File: config.mk
export PLATFORM = sky130hd
export DESIGN_NAME = fapes_host
export DESIGN_NICKNAME = d
export VERILOG_FILES = /design/src/fapes_host.v
export VERILOG_INCLUDE_DIRS = /design/src
export SDC_FILE = /design/constraint.sdc
export NUM_CORES = 1
export LEC_CHECK = 0
export BUFFER_PORTS_ARGS = -buffer_cell sky130_fd_sc_hd__buf_2
export CAP_MARGIN = 40
export CELL_PAD_IN_SITES_DETAIL_PLACEMENT = 2
export CELL_PAD_IN_SITES_GLOBAL_PLACEMENT = 2
export CORE_MARGIN = 1.5
export CORE_UTILIZATION = 40
export DETAILED_ROUTE_END_ITERATION = 7
export PLACE_DENSITY = 0.94
export RECOVER_POWER = 25
export SYNTH_ARGS = -nofsm -noshare
export SYNTH_HDL_FRONTEND = slang
export SYNTH_SLANG_ARGS = --single-unit
File: constraint.sdc
create_clock -name clock -period 8.5 [get_ports clock]
set_clock_uncertainty 0.05 [all_clocks]
set_input_delay 0.85 -clock clock [delete_from_list [all_inputs] [get_ports clock]]
set_output_delay 0.85 -clock clock [all_outputs]
set_load 0.05 [all_outputs]
File: src/fapes_defines.vh
// Constants for the flash program and erase host sequencer
`ifndef FAPES_DEFINES_VH
`define FAPES_DEFINES_VH

// Clock rate
`define FAPES_CLK_MHZ          10
`define FAPES_CLK_HZ           10000000

// Operation codes on the user command port
`define FAPES_OP_NONE          2'h0
`define FAPES_OP_PROGRAM       2'h1
`define FAPES_OP_CHIP_ERASE    2'h2
`define FAPES_OP_SECTOR_ERASE  2'h3

// Times in their own units
`define FAPES_PROG_MAX_US      210
`define FAPES_SECTOR_LOAD_US   80
`define FAPES_SECTOR_ERASE_S   8
`define FAPES_CHIP_ERASE_S     24

// Cycle counts of the times above at the 10 MHz clock, sized to their counters
`define FAPES_PROG_CYC         28'h0000834
`define FAPES_LOAD_CYC         10'h320
`define FAPES_SECTOR_CYC       28'h4C4B400
`define FAPES_CHIP_CYC         28'hE4E1C00

// Read access wait, covers access time and the input synchroniser
`define FAPES_READ_WAIT        3'h4

// Status bit positions
`define FAPES_POLL_BIT         7
`define FAPES_TOGGLE_BIT       6

// Sector select lines
`define FAPES_SEC_LOW_LINE     13
`define FAPES_SEC_HIGH_LINE    16

// Command sequence lengths, index of the last write
`define FAPES_PROG_LAST        3'h3
`define FAPES_ERASE_LAST       3'h5

// Default command sequence words
`define FAPES_UNLOCK_ADDR1     17'h00555
`define FAPES_UNLOCK_ADDR2     17'h002AA
`define FAPES_UNLOCK_DATA1     8'hAA
`define FAPES_UNLOCK_DATA2     8'h55
`define FAPES_PROG_SETUP       8'hA0
`define FAPES_ERASE_SETUP      8'h80
`define FAPES_CHIP_CONFIRM     8'h10
`define FAPES_SECTOR_CONFIRM   8'h30

`endif

File: src/fapes_host.v
// Host sequencer that programs and erases a parallel flash and polls its status
`timescale 1ns/100ps
`include "fapes_defines.vh"

module fapes_host #(
    parameter [27:0] SECTOR_ERASE_CYCLES = `FAPES_SECTOR_CYC,
    parameter [27:0] CHIP_ERASE_CYCLES   = `FAPES_CHIP_CYC,
    parameter [16:0] UNLOCK_ADDR1        = `FAPES_UNLOCK_ADDR1,
    parameter [16:0] UNLOCK_ADDR2        = `FAPES_UNLOCK_ADDR2
) (
    input  wire        clock,
    input  wire        rst,
    input  wire        cmd_valid,
    input  wire [1:0]  cmd_op,
    input  wire [16:0] cmd_addr,
    input  wire [3:0]  cmd_sector,
    input  wire [7:0]  cmd_data,
    output reg         cmd_ready,
    output reg         op_done,
    output reg         op_fail,
    output reg  [7:0]  status_byte,
    output reg  [16:0] flash_addr,
    output reg  [7:0]  flash_dq_out,
    output reg         flash_dq_oe,
    input  wire [7:0]  flash_dq_in,
    output reg         flash_ce_n,
    output reg         flash_oe_n,
    output reg         flash_we_n
);

////////////////////////////////////////////////////////////////////////////////
// States

localparam [8:0] S_IDLE  = 9'h001;
localparam [8:0] S_WSET  = 9'h002;
localparam [8:0] S_WLOW  = 9'h004;
localparam [8:0] S_WHIGH = 9'h008;
localparam [8:0] S_WEND  = 9'h010;
localparam [8:0] S_LOAD  = 9'h020;
localparam [8:0] S_RSET  = 9'h040;
localparam [8:0] S_RWAIT = 9'h080;
localparam [8:0] S_CHECK = 9'h100;

localparam [27:0] PROG_CYCLES = `FAPES_PROG_CYC;
localparam [9:0]  LOAD_CYCLES = `FAPES_LOAD_CYC;

reg [8:0]  state;
reg [1:0]  op;
reg [2:0]  step;
reg [16:0] tgt_addr;
reg [7:0]  tgt_data;
reg [3:0]  tgt_sector;
reg [9:0]  wait_cnt;
reg [27:0] tmo_cnt;
reg [27:0] tmo_limit;
reg [7:0]  cur_dq;
reg [7:0]  prev_dq;
reg        have_prev;
reg [7:0]  dq_meta;
reg [7:0]  dq_sync;

wire [2:0] last_step = (op == `FAPES_OP_PROGRAM) ? `FAPES_PROG_LAST : `FAPES_ERASE_LAST;
wire       expect7   = (op == `FAPES_OP_PROGRAM) ? tgt_data[`FAPES_POLL_BIT] : 1'b1;
wire [16:0] sector_addr = {tgt_sector, {`FAPES_SEC_LOW_LINE{1'b0}}};

////////////////////////////////////////////////////////////////////////////////
// Command sequence tables

function [16:0] seq_addr;
    input [1:0]  f_op;
    input [2:0]  f_step;
    input [16:0] f_tgt;
    input [16:0] f_sec;
    begin
        case (f_step)
            3'h0: seq_addr = UNLOCK_ADDR1;
            3'h1: seq_addr = UNLOCK_ADDR2;
            3'h2: seq_addr = UNLOCK_ADDR1;
            3'h3: seq_addr = (f_op == `FAPES_OP_PROGRAM) ? f_tgt : UNLOCK_ADDR1;
            3'h4: seq_addr = UNLOCK_ADDR2;
            3'h5: seq_addr = (f_op == `FAPES_OP_SECTOR_ERASE) ? f_sec : UNLOCK_ADDR1;
            default: seq_addr = UNLOCK_ADDR1;
        endcase
    end
endfunction

function [7:0] seq_data;
    input [1:0] f_op;
    input [2:0] f_step;
    input [7:0] f_data;
    begin
        case (f_step)
            3'h0: seq_data = `FAPES_UNLOCK_DATA1;
            3'h1: seq_data = `FAPES_UNLOCK_DATA2;
            3'h2: seq_data = (f_op == `FAPES_OP_PROGRAM) ? `FAPES_PROG_SETUP
                                                         : `FAPES_ERASE_SETUP;
            3'h3: seq_data = (f_op == `FAPES_OP_PROGRAM) ? f_data
                                                         : `FAPES_UNLOCK_DATA1;
            3'h4: seq_data = `FAPES_UNLOCK_DATA2;
            3'h5: seq_data = (f_op == `FAPES_OP_SECTOR_ERASE) ? `FAPES_SECTOR_CONFIRM
                                                              : `FAPES_CHIP_CONFIRM;
            default: seq_data = `FAPES_UNLOCK_DATA1;
        endcase
    end
endfunction

////////////////////////////////////////////////////////////////////////////////
// Data pin synchroniser

always @(posedge clock or posedge rst) begin
    if (rst) begin
        dq_meta <= 8'h00;
        dq_sync <= 8'h00;
    end else begin
        dq_meta <= flash_dq_in;
        dq_sync <= dq_meta;
    end
end

////////////////////////////////////////////////////////////////////////////////
// Sequencer

always @(posedge clock or posedge rst) begin
    if (rst) begin
        state        <= S_IDLE;
        op           <= `FAPES_OP_NONE;
        step         <= 3'h0;
        tgt_addr     <= 17'h00000;
        tgt_data     <= 8'h00;
        tgt_sector   <= 4'h0;
        wait_cnt     <= 10'h000;
        tmo_cnt      <= 28'h0000000;
        tmo_limit    <= 28'h0000000;
        cur_dq       <= 8'h00;
        prev_dq      <= 8'h00;
        have_prev    <= 1'b0;
        cmd_ready    <= 1'b0;
        op_done      <= 1'b0;
        op_fail      <= 1'b0;
        status_byte  <= 8'h00;
        flash_addr   <= 17'h00000;
        flash_dq_out <= 8'h00;
        flash_dq_oe  <= 1'b0;
        flash_ce_n   <= 1'b1;
        flash_oe_n   <= 1'b1;
        flash_we_n   <= 1'b1;
    end else begin
        op_done <= 1'b0;
        op_fail <= 1'b0;
        if (tmo_cnt != 28'hFFFFFFF) begin
            tmo_cnt <= tmo_cnt + 28'h0000001;
        end
        case (state)
            S_IDLE: begin
                cmd_ready <= 1'b1;
                if (cmd_ready && cmd_valid && cmd_op != `FAPES_OP_NONE) begin
                    cmd_ready  <= 1'b0;
                    op         <= cmd_op;
                    tgt_addr   <= cmd_addr;
                    tgt_data   <= cmd_data;
                    tgt_sector <= cmd_sector;
                    step       <= 3'h0;
                    have_prev  <= 1'b0;
                    case (cmd_op)
                        `FAPES_OP_PROGRAM:    tmo_limit <= PROG_CYCLES;
                        `FAPES_OP_CHIP_ERASE: tmo_limit <= CHIP_ERASE_CYCLES;
                        default:              tmo_limit <= SECTOR_ERASE_CYCLES;
                    endcase
                    state <= S_WSET;
                end
            end
            S_WSET: begin
                flash_addr   <= seq_addr(op, step, tgt_addr, sector_addr);
                flash_dq_out <= seq_data(op, step, tgt_data);
                flash_dq_oe  <= 1'b1;
                flash_ce_n   <= 1'b0;
                flash_oe_n   <= 1'b1;
                state        <= S_WLOW;
            end
            S_WLOW: begin
                flash_we_n <= 1'b0;
                state      <= S_WHIGH;
            end
            S_WHIGH: begin
                flash_we_n <= 1'b1;
                state      <= S_WEND;
            end
            S_WEND: begin
                flash_ce_n  <= 1'b1;
                flash_dq_oe <= 1'b0;
                if (step == last_step) begin
                    tmo_cnt  <= 28'h0000000;
                    wait_cnt <= 10'h000;
                    if (op == `FAPES_OP_SECTOR_ERASE) begin
                        state <= S_LOAD;
                    end else begin
                        state <= S_RSET;
                    end
                end else begin
                    step  <= step + 3'h1;
                    state <= S_WSET;
                end
            end
            S_LOAD: begin
                wait_cnt <= wait_cnt + 10'h001;
                if (wait_cnt == LOAD_CYCLES - 10'h001) begin
                    state <= S_RSET;
                end
            end
            S_RSET: begin
                flash_addr <= (op == `FAPES_OP_SECTOR_ERASE) ? sector_addr : tgt_addr;
                flash_ce_n <= 1'b0;
                flash_oe_n <= 1'b0;
                wait_cnt   <= 10'h000;
                state      <= S_RWAIT;
            end
            S_RWAIT: begin
                wait_cnt <= wait_cnt + 10'h001;
                if (wait_cnt == {7'h00, `FAPES_READ_WAIT}) begin
                    cur_dq     <= dq_sync;
                    flash_ce_n <= 1'b1;
                    flash_oe_n <= 1'b1;
                    state      <= S_CHECK;
                end
            end
            S_CHECK: begin
                prev_dq   <= cur_dq;
                have_prev <= 1'b1;
                if ((have_prev &&
                     prev_dq[`FAPES_TOGGLE_BIT] == cur_dq[`FAPES_TOGGLE_BIT]) ||
                    cur_dq[`FAPES_POLL_BIT] == expect7) begin
                    status_byte <= cur_dq;
                    op_done     <= 1'b1;
                    state       <= S_IDLE;
                end else if (tmo_cnt >= tmo_limit) begin
                    status_byte <= cur_dq;
                    op_fail     <= 1'b1;
                    state       <= S_IDLE;
                end else begin
                    state <= S_RSET;
                end
            end
            default: begin
                state <= S_IDLE;
            end
        endcase
    end
end

endmodule

==> results of run 1 <==
## worst paths after layout
kind | start | endpoint | slack [ns] | cells after the start
setup / recovery | rst | flash_dq_out[0] | 5.12 | 4
hold / removal | dq_meta[4] | dq_sync[4] | 0.30 | 0
setup reg to reg | tmo_limit[25] | status_byte[5] | 5.57 | 8
hold reg to reg | dq_meta[4] | dq_sync[4] | 0.30 | 0
max in group clock | tmo_limit[25] | status_byte[5] | 5.57 | 8
min in group asynchronous | rst | dq_meta[5] | 1.48 | 2
## per-layer routing
layer,global-route usage,up-vias,share of wire,wire [um]
met4,0.1130,0,0.031,794
met5,0,-,0,0
li1,-,2730,-,-
met1,0.3409,3223,0.42,10560
met2,0.4800,167,0.52,13050
met3,0.05230,55,0.036,902
## cell families (layout without fill, tap and decap cells)
| group | count (synthesis) | count (layout) |
|---|---|---|
| buffers and inverters | 49 | 147 |
| multiplexers | 10 | 10 |
| AND/OR/NAND/NOR | 343 | 343 |
| XOR/XNOR | 19 | 19 |
| adder cells (fa/ha/maj) | 29 | 29 |
| flip-flops | 152 | 152 |
| AO/OA/AOI/OAI | 138 | 138 |
## power groups by stage
stage | Clock, W | Combinational (W) | Sequential, W
after floorplan | 0 | 0.000323 | 0.00110
after global placement | 0 | 0.000602 | 0.000963
after detailed placement | 0 | 0.000650 | 0.000975
after CTS | 0.000749 | 0.000693 | 0.000972
after global routing | 0.000781 | 0.000741 | 0.000989
final | 0.000741 | 0.000689 | 0.000976
## flip-flops by register name, indices dropped and copies added (netlist names), 9 cells and up
register,flops
flash_addr,17
state,9
tgt_addr,17
tmo_cnt,28
wait_cnt,10
## final cells by class
cell class | instances | share of cell area
Clock inverter | 14 | 0.01372
Inverter | 28 | 0.01254
Multi-Input combinational cell | 539 | 0.3833
Timing Repair Buffer | 87 | 0.05564
Sequential cell | 152 | 0.4492
Tap cell | 229 | 0.03380
Clock buffer | 18 | 0.05180
## cells in the final DEF (no fill, tap or decap), types with 5 or more instances in the layout
master     netlist  final
a21o_1           8      8
a211oi_1         5      5
a22o_1           8      8
a21oi_1         32     32
xnor2_1         18     18
or3_1            9      9
nand2b_1         5      5
nor3_1          17     17
o21ai_0         40     40
nand2_1        175    175
nor2_1          56     56
and3_1           9      9
dfrtp_1        148    148
inv_6            0      5
mux2_4           8      8
nand4_1          8      8
ha_1            29     29
inv_1           26     25
a31oi_1          5      5
buf_2            8     79
o21ai_1          5      5
nand3_1         22     22
a311oi_1         6      6
clkbuf_16        0     17
o31ai_1          5      5
## per-stage QoR
stage | util | cells | hold slack [ns] | cell area (um2)
after floorplan | - | 740 | 0.2812 | 7293
after global placement | 0.4407 | 1033 | 0.2841 | 7890
after detailed placement | 0.4429 | 1035 | 0.2865 | 7929
after CTS | 0.4739 | 1067 | 0.3037 | 8484
after global routing | 0.4736 | 1067 | 0.3085 | 8478
final | 0.4736 | 1067 | 0.3018 | 8478
## worst reg2reg max path: cells and delay by family, from the launching register on
kind	cells	cell delay, ns
AO/OA/AOI/OAI	4	1.31
adder cells (fa/ha/maj)	1	0.31
buffers and inverters	1	0.20
flip-flops	1	0.40
multiplexers	1	0.37
AND/OR/NAND/NOR	1	0.17
==> flow_summary.ini, run 1 <==
[cells_and_area]
regArea_um2 = 3809
diodes = 0
multi_input_area_um2 = 3249
n_fill_cell = 1894
synthToLayoutAreaGrowth_pct = 16.25
final_nets = 896
drive_gt1_frac = 0.1945

[power]
seq_power_share = 0.405
power_density_nw_per_um2 = 283.9
swShare = 0.3994
power.leakage_nw = 4.098
total_power_w = 0.002407
p_sw_w = 0.0009613
max-vdd-ir-drop_mv = 0.2001
p_int_w = 0.001445
combinationalPowerShare = 0.286
clockPowerShare = 0.308

[cts]
cts_buffer_depth = 2
cts_tree = done
cts_resized = 0
clk_pin_slew_ns = 0.07
clk_latency_ns = 0.45
cts_buffers = 17
postCtsSetupBuffers = 0
root_buffer = clkbuf_16
clock-sinks = 152
h-tree-depth = 4
hold_buffers = 0

[detailed_routing]
vias = 6175
first_pass_iters = 5
drc = 0
wirelength_um = 25310
ant_nets = 0
viasPerCell = 5.787
drt_iter0_markers = 285
wire_per_inst_um = 23.72

[run_status]
violations = capacitance limit, slew limit
status = finished, violations left

[placed_design]
io_buffers = 81
dp_hpwl_um = 15830
gp_congestion = 0.7987
pre_cts_ws_ns = 5.631

[worst_setup_path]
critPathKind = in2async
slowest_stage = clkinvlp_2
worstPathMaxFanout = 85
crit_buf_inv = 4
arrival_ns = 3.93
startpoint_type = primary input
critical_path_required_ns = 9.05
end_kind = async pin
cpPeakStageDelay_ns = 2.12
crit_chain = buf_2, clkinvlp_2, buf_4, buf_16
path_delay_family = buffers and inverters

[sta]
layout_min_cycle_time_ns = 3.383
max_slew.worst_pin.slew_ns = 3.823
setup_ws_ns = 5.117
finalCritPeriodShare = 0.3980
max_freq_mhz = 295.6
relSlewSlack = -1.562
hold_violations = 0
finalMaxSlewViolations = 86
setup_violations = 0
tns_ns = 0
rsz0062_at_grt = no

[die]
io_pins = 82
fp.coreArea_um2 = 17900
die_h_um = 138.0
die_area_um2 = 19050
start_util = 0.4074
die_w_um = 138.0
placementRows = 49

[yosys]
synth_edf_count = 0
yosys_register_bits = 152
ys_top_cells_by_count = nand2_1, dfrtp_1, nor2_1
async_reset_ff_frac = 1.000
synthTopCellsByArea = dfrtp_1, nand2_1, ha_1
synth_top_family_by_area = simple AND/OR/NAND/NOR gates
netlist_area_um2 = 7293
ys_warn_count = 0
synth.most_common_cell = nand2_1
ys_seq_area_frac = 0.5222
synth_cell_types = 69
synth_area_per_cell_um2 = 9.856
yosys.area_share.adder = 0.04975
synthSimpleGateAreaFrac = 0.2299
yosysTopAreaCell = dfrtp_1
muxShareOfSynthArea = 0.01939
syn_inst = 740
yosys.area.top_type_share = 0.5078
ys.flop_type = dfrtp_1
synth_nets = 811
synth_xor_area_frac = 0.02282
synth_compound_area_frac = 0.1237

[global_routing]
grt_pass1_wl_um = 40900
antenna_found_initial = 0
track_usage = 0.2772
grt_start_max_net_pins = 86
grt_pass1_vias = 7014
overflow = 0

[min_path]
holdCritPathClass = reg2reg

[run]
drv_cap = 1
No activity file was read; power rests on OpenSTA's default activity.
==> run 2: changes to the inputs <==
- ABC_AREA: not set -> 1
- CORE_UTILIZATION: 40 -> 32
- PLACE_DENSITY: 0.94 -> 0.86
- clock period: 8.5 -> 3.1 ns (I/O delays scaled with it)
==> flow_summary.ini, run 2 <==
[power]
total_power_w = 0.006746
max-vdd-ir-drop_mv = 0.7093
power.leakage_nw = 4.621
power_density_nw_per_um2 = 725.1

[run]
drv_cap = 1

[global_routing]
antenna_found_initial = 0
grt_pass1_vias = 8048
grt_pass1_wl_um = 46780
grtUsageMet1 = 0.2900
gr-usage-met2 = 0.4188
grt_start_max_net_pins = 153
overflow = 0
busiest_layer = met2
met3_usage = 0.03013
track_usage = 0.2378

[yosys]
synthTopCellsByArea = dfrtp_1, nand2_1, ha_1
yosys_register_bits = 152
async_reset_ff_frac = 1.000
ys_seq_area_frac = 0.4837
syn_inst = 950
yosysTopAreaCell = dfrtp_1
ys.flop_type = dfrtp_1
synth.most_common_cell = nand2_1
netlist_area_um2 = 7874
synth_cell_types = 48
yosys.area.top_type_share = 0.4704
synth_area_per_cell_um2 = 8.288
ys_warn_count = 0
synth_edf_count = 0
synth_nets = 1021
ys_top_cells_by_count = nand2_1, dfrtp_1, nor2_1

[placed_design]
gp_congestion = 0.8181
io_buffers = 81
dp_hpwl_um = 18380

[cts]
h-tree-depth = 4
cts_tree = done
postCtsSetupBuffers = 0
clk_latency_ns = 0.45
cts_buffer_depth = 2
cts_buffers = 17
clock-sinks = 152
clk_pin_slew_ns = 0.07
root_buffer = clkbuf_16

[sta]
max_slew.worst_pin.slew_ns = 2.178
setup_violations = 0
finalCritPeriodShare = 0.7593
finalMaxSlewViolations = 153
max_freq_mhz = 424.8
tns_ns = 0
hold_violations = 0
rsz0062_at_grt = no
layout_min_cycle_time_ns = 2.354
relSlewSlack = -0.4518

[cells_and_area]
largest_reg_flops = 28
largest_register = tmo_cnt
largestRegisters = tmo_cnt x28, flash_addr x17, tgt_addr x17
diodes = 0
final_nets = 1122
synthToLayoutAreaGrowth_pct = 18.16
final_common_cell = nand2_1
final_cell_mix = nand2_1, dfrtp_1, nor2_1, inv_1, buf_2
drive_gt1_frac = 0.1673

[detailed_routing]
vias = 7170
drc = 0
first_pass_iters = 5
ant_nets = 0
viasPerCell = 5.166
drt_iter0_markers = 419
wire_per_inst_um = 20.95
wirelength_um = 29070

[die]
die_w_um = 159.9
die_h_um = 159.9
start_util = 0.3247
placementRows = 57
fp.coreArea_um2 = 24250
die_area_um2 = 25560
io_pins = 82

[min_path]
holdCritPathClass = in2reg

[worst_setup_path]
arrival_ns = 2.69
crit_path_end = state[6]
cp-startpoint = wait_cnt[0]
worstPathMaxFanout = 6
critical_path_required_ns = 3.43
critPathKind = reg2reg
startpoint_type = flop
reg2reg_from = wait_cnt[0]
end_kind = flop
r2r_setup_slack_ns = 0.75
reg2regPathDepth = 12
rr_endpoint = state[6]

[run_status]
status = finished, violations left
violations = capacitance limit, slew limit
==> run 2: how the worst min path moves through the flow <==
stage                      startpoint           to  slack [ns]  depth (start not counted)
after detailed placement   dq_meta[1]   dq_sync[1]        0.29                          0
after CTS                 cmd_addr[3]  tgt_addr[3]       0.001                          3
after global placement     dq_meta[1]   dq_sync[1]        0.28                          0
after floorplan            dq_meta[0]   dq_sync[0]        0.28                          0
final                     cmd_data[4]  tgt_data[4]        0.02                          3
after global routing      cmd_data[1]  tgt_data[1]        0.02                          3
==> run 2: logic make-up (layout without fill, tap and decap cells) <==
family / Yosys count / in the layout / synth area share
xor+xnor: 25 / 25 / 0.02781
flops: 152 / 152 / 0.4837
compound gates: 127 / 127 / 0.09471
fa+ha+maj: 29 / 29 / 0.04608
simple gates: 500 / 500 / 0.2835
buf+inv: 117 / 231 / 0.06420
==> run 2: timing repair <==
item                                    in CTS  in global routing
resized for setup                            0                  0
endpoints found under the setup margin       0                  0
hold endpoints to repair                    14                  0
hold buffers                                14                  0
==> run 2: metal layers <==
metal  part of all wire  wire length (um)  vias up
met1               0.42             12280     3686
met2               0.52             15060      169
met5                  0                 0        -
met4              0.032               943        0
met3              0.027               786       57
li1                   -                 -     3258
==> run 2: where the power goes <==
part | internal (W) | switching (W) | leakage (nW)
clock | 0.00108 | 0.00102 | 0.281
combinational | 0.000503 | 0.00149 | 2.40
sequential | 0.00236 | 0.000296 | 1.94
total | 0.00394 | 0.00281 | 4.62
==> run 2: layout make-up <==
cell class | instances | area (um2)
tap | 324 | 405.4
timing repair buffer | 100 | 576.8
sequential | 152 | 3809
clock inverter | 15 | 150.1
clock buffer | 17 | 425.4
inverter | 99 | 377.9
multi-input combinational | 681 | 3560
fill | 2755 | 14940
==> run 2: stage by stage <==
stage,util,cell area [um2],hold WS [ns],setup WS (ns),instances
after CTS,0.3845,9323,0.001164,0.7718,1388
after detailed placement,0.3550,8607,0.2878,0.9700,1342
after floorplan,-,7878,0.2812,0.8263,950
final,0.3837,9304,0.01846,0.7460,1388
after global placement,0.3550,8607,0.2818,1.034,1342
after global routing,0.3837,9304,0.01563,0.6532,1388
==> run 2: worst max-delay path, stage by stage, from the launching register on <==
cell and delay [ns]:
dfrtp_1 0.45, inv_1 0.14, ha_1 0.15, inv_1 0.04
nor2_1 0.09, nand4_1 0.14, o21ai_0 0.57, inv_1 0.13
nor2_1 0.16, nand2_1 0.11, inv_1 0.11, nand2_1 0.08
nand2_1 0.06
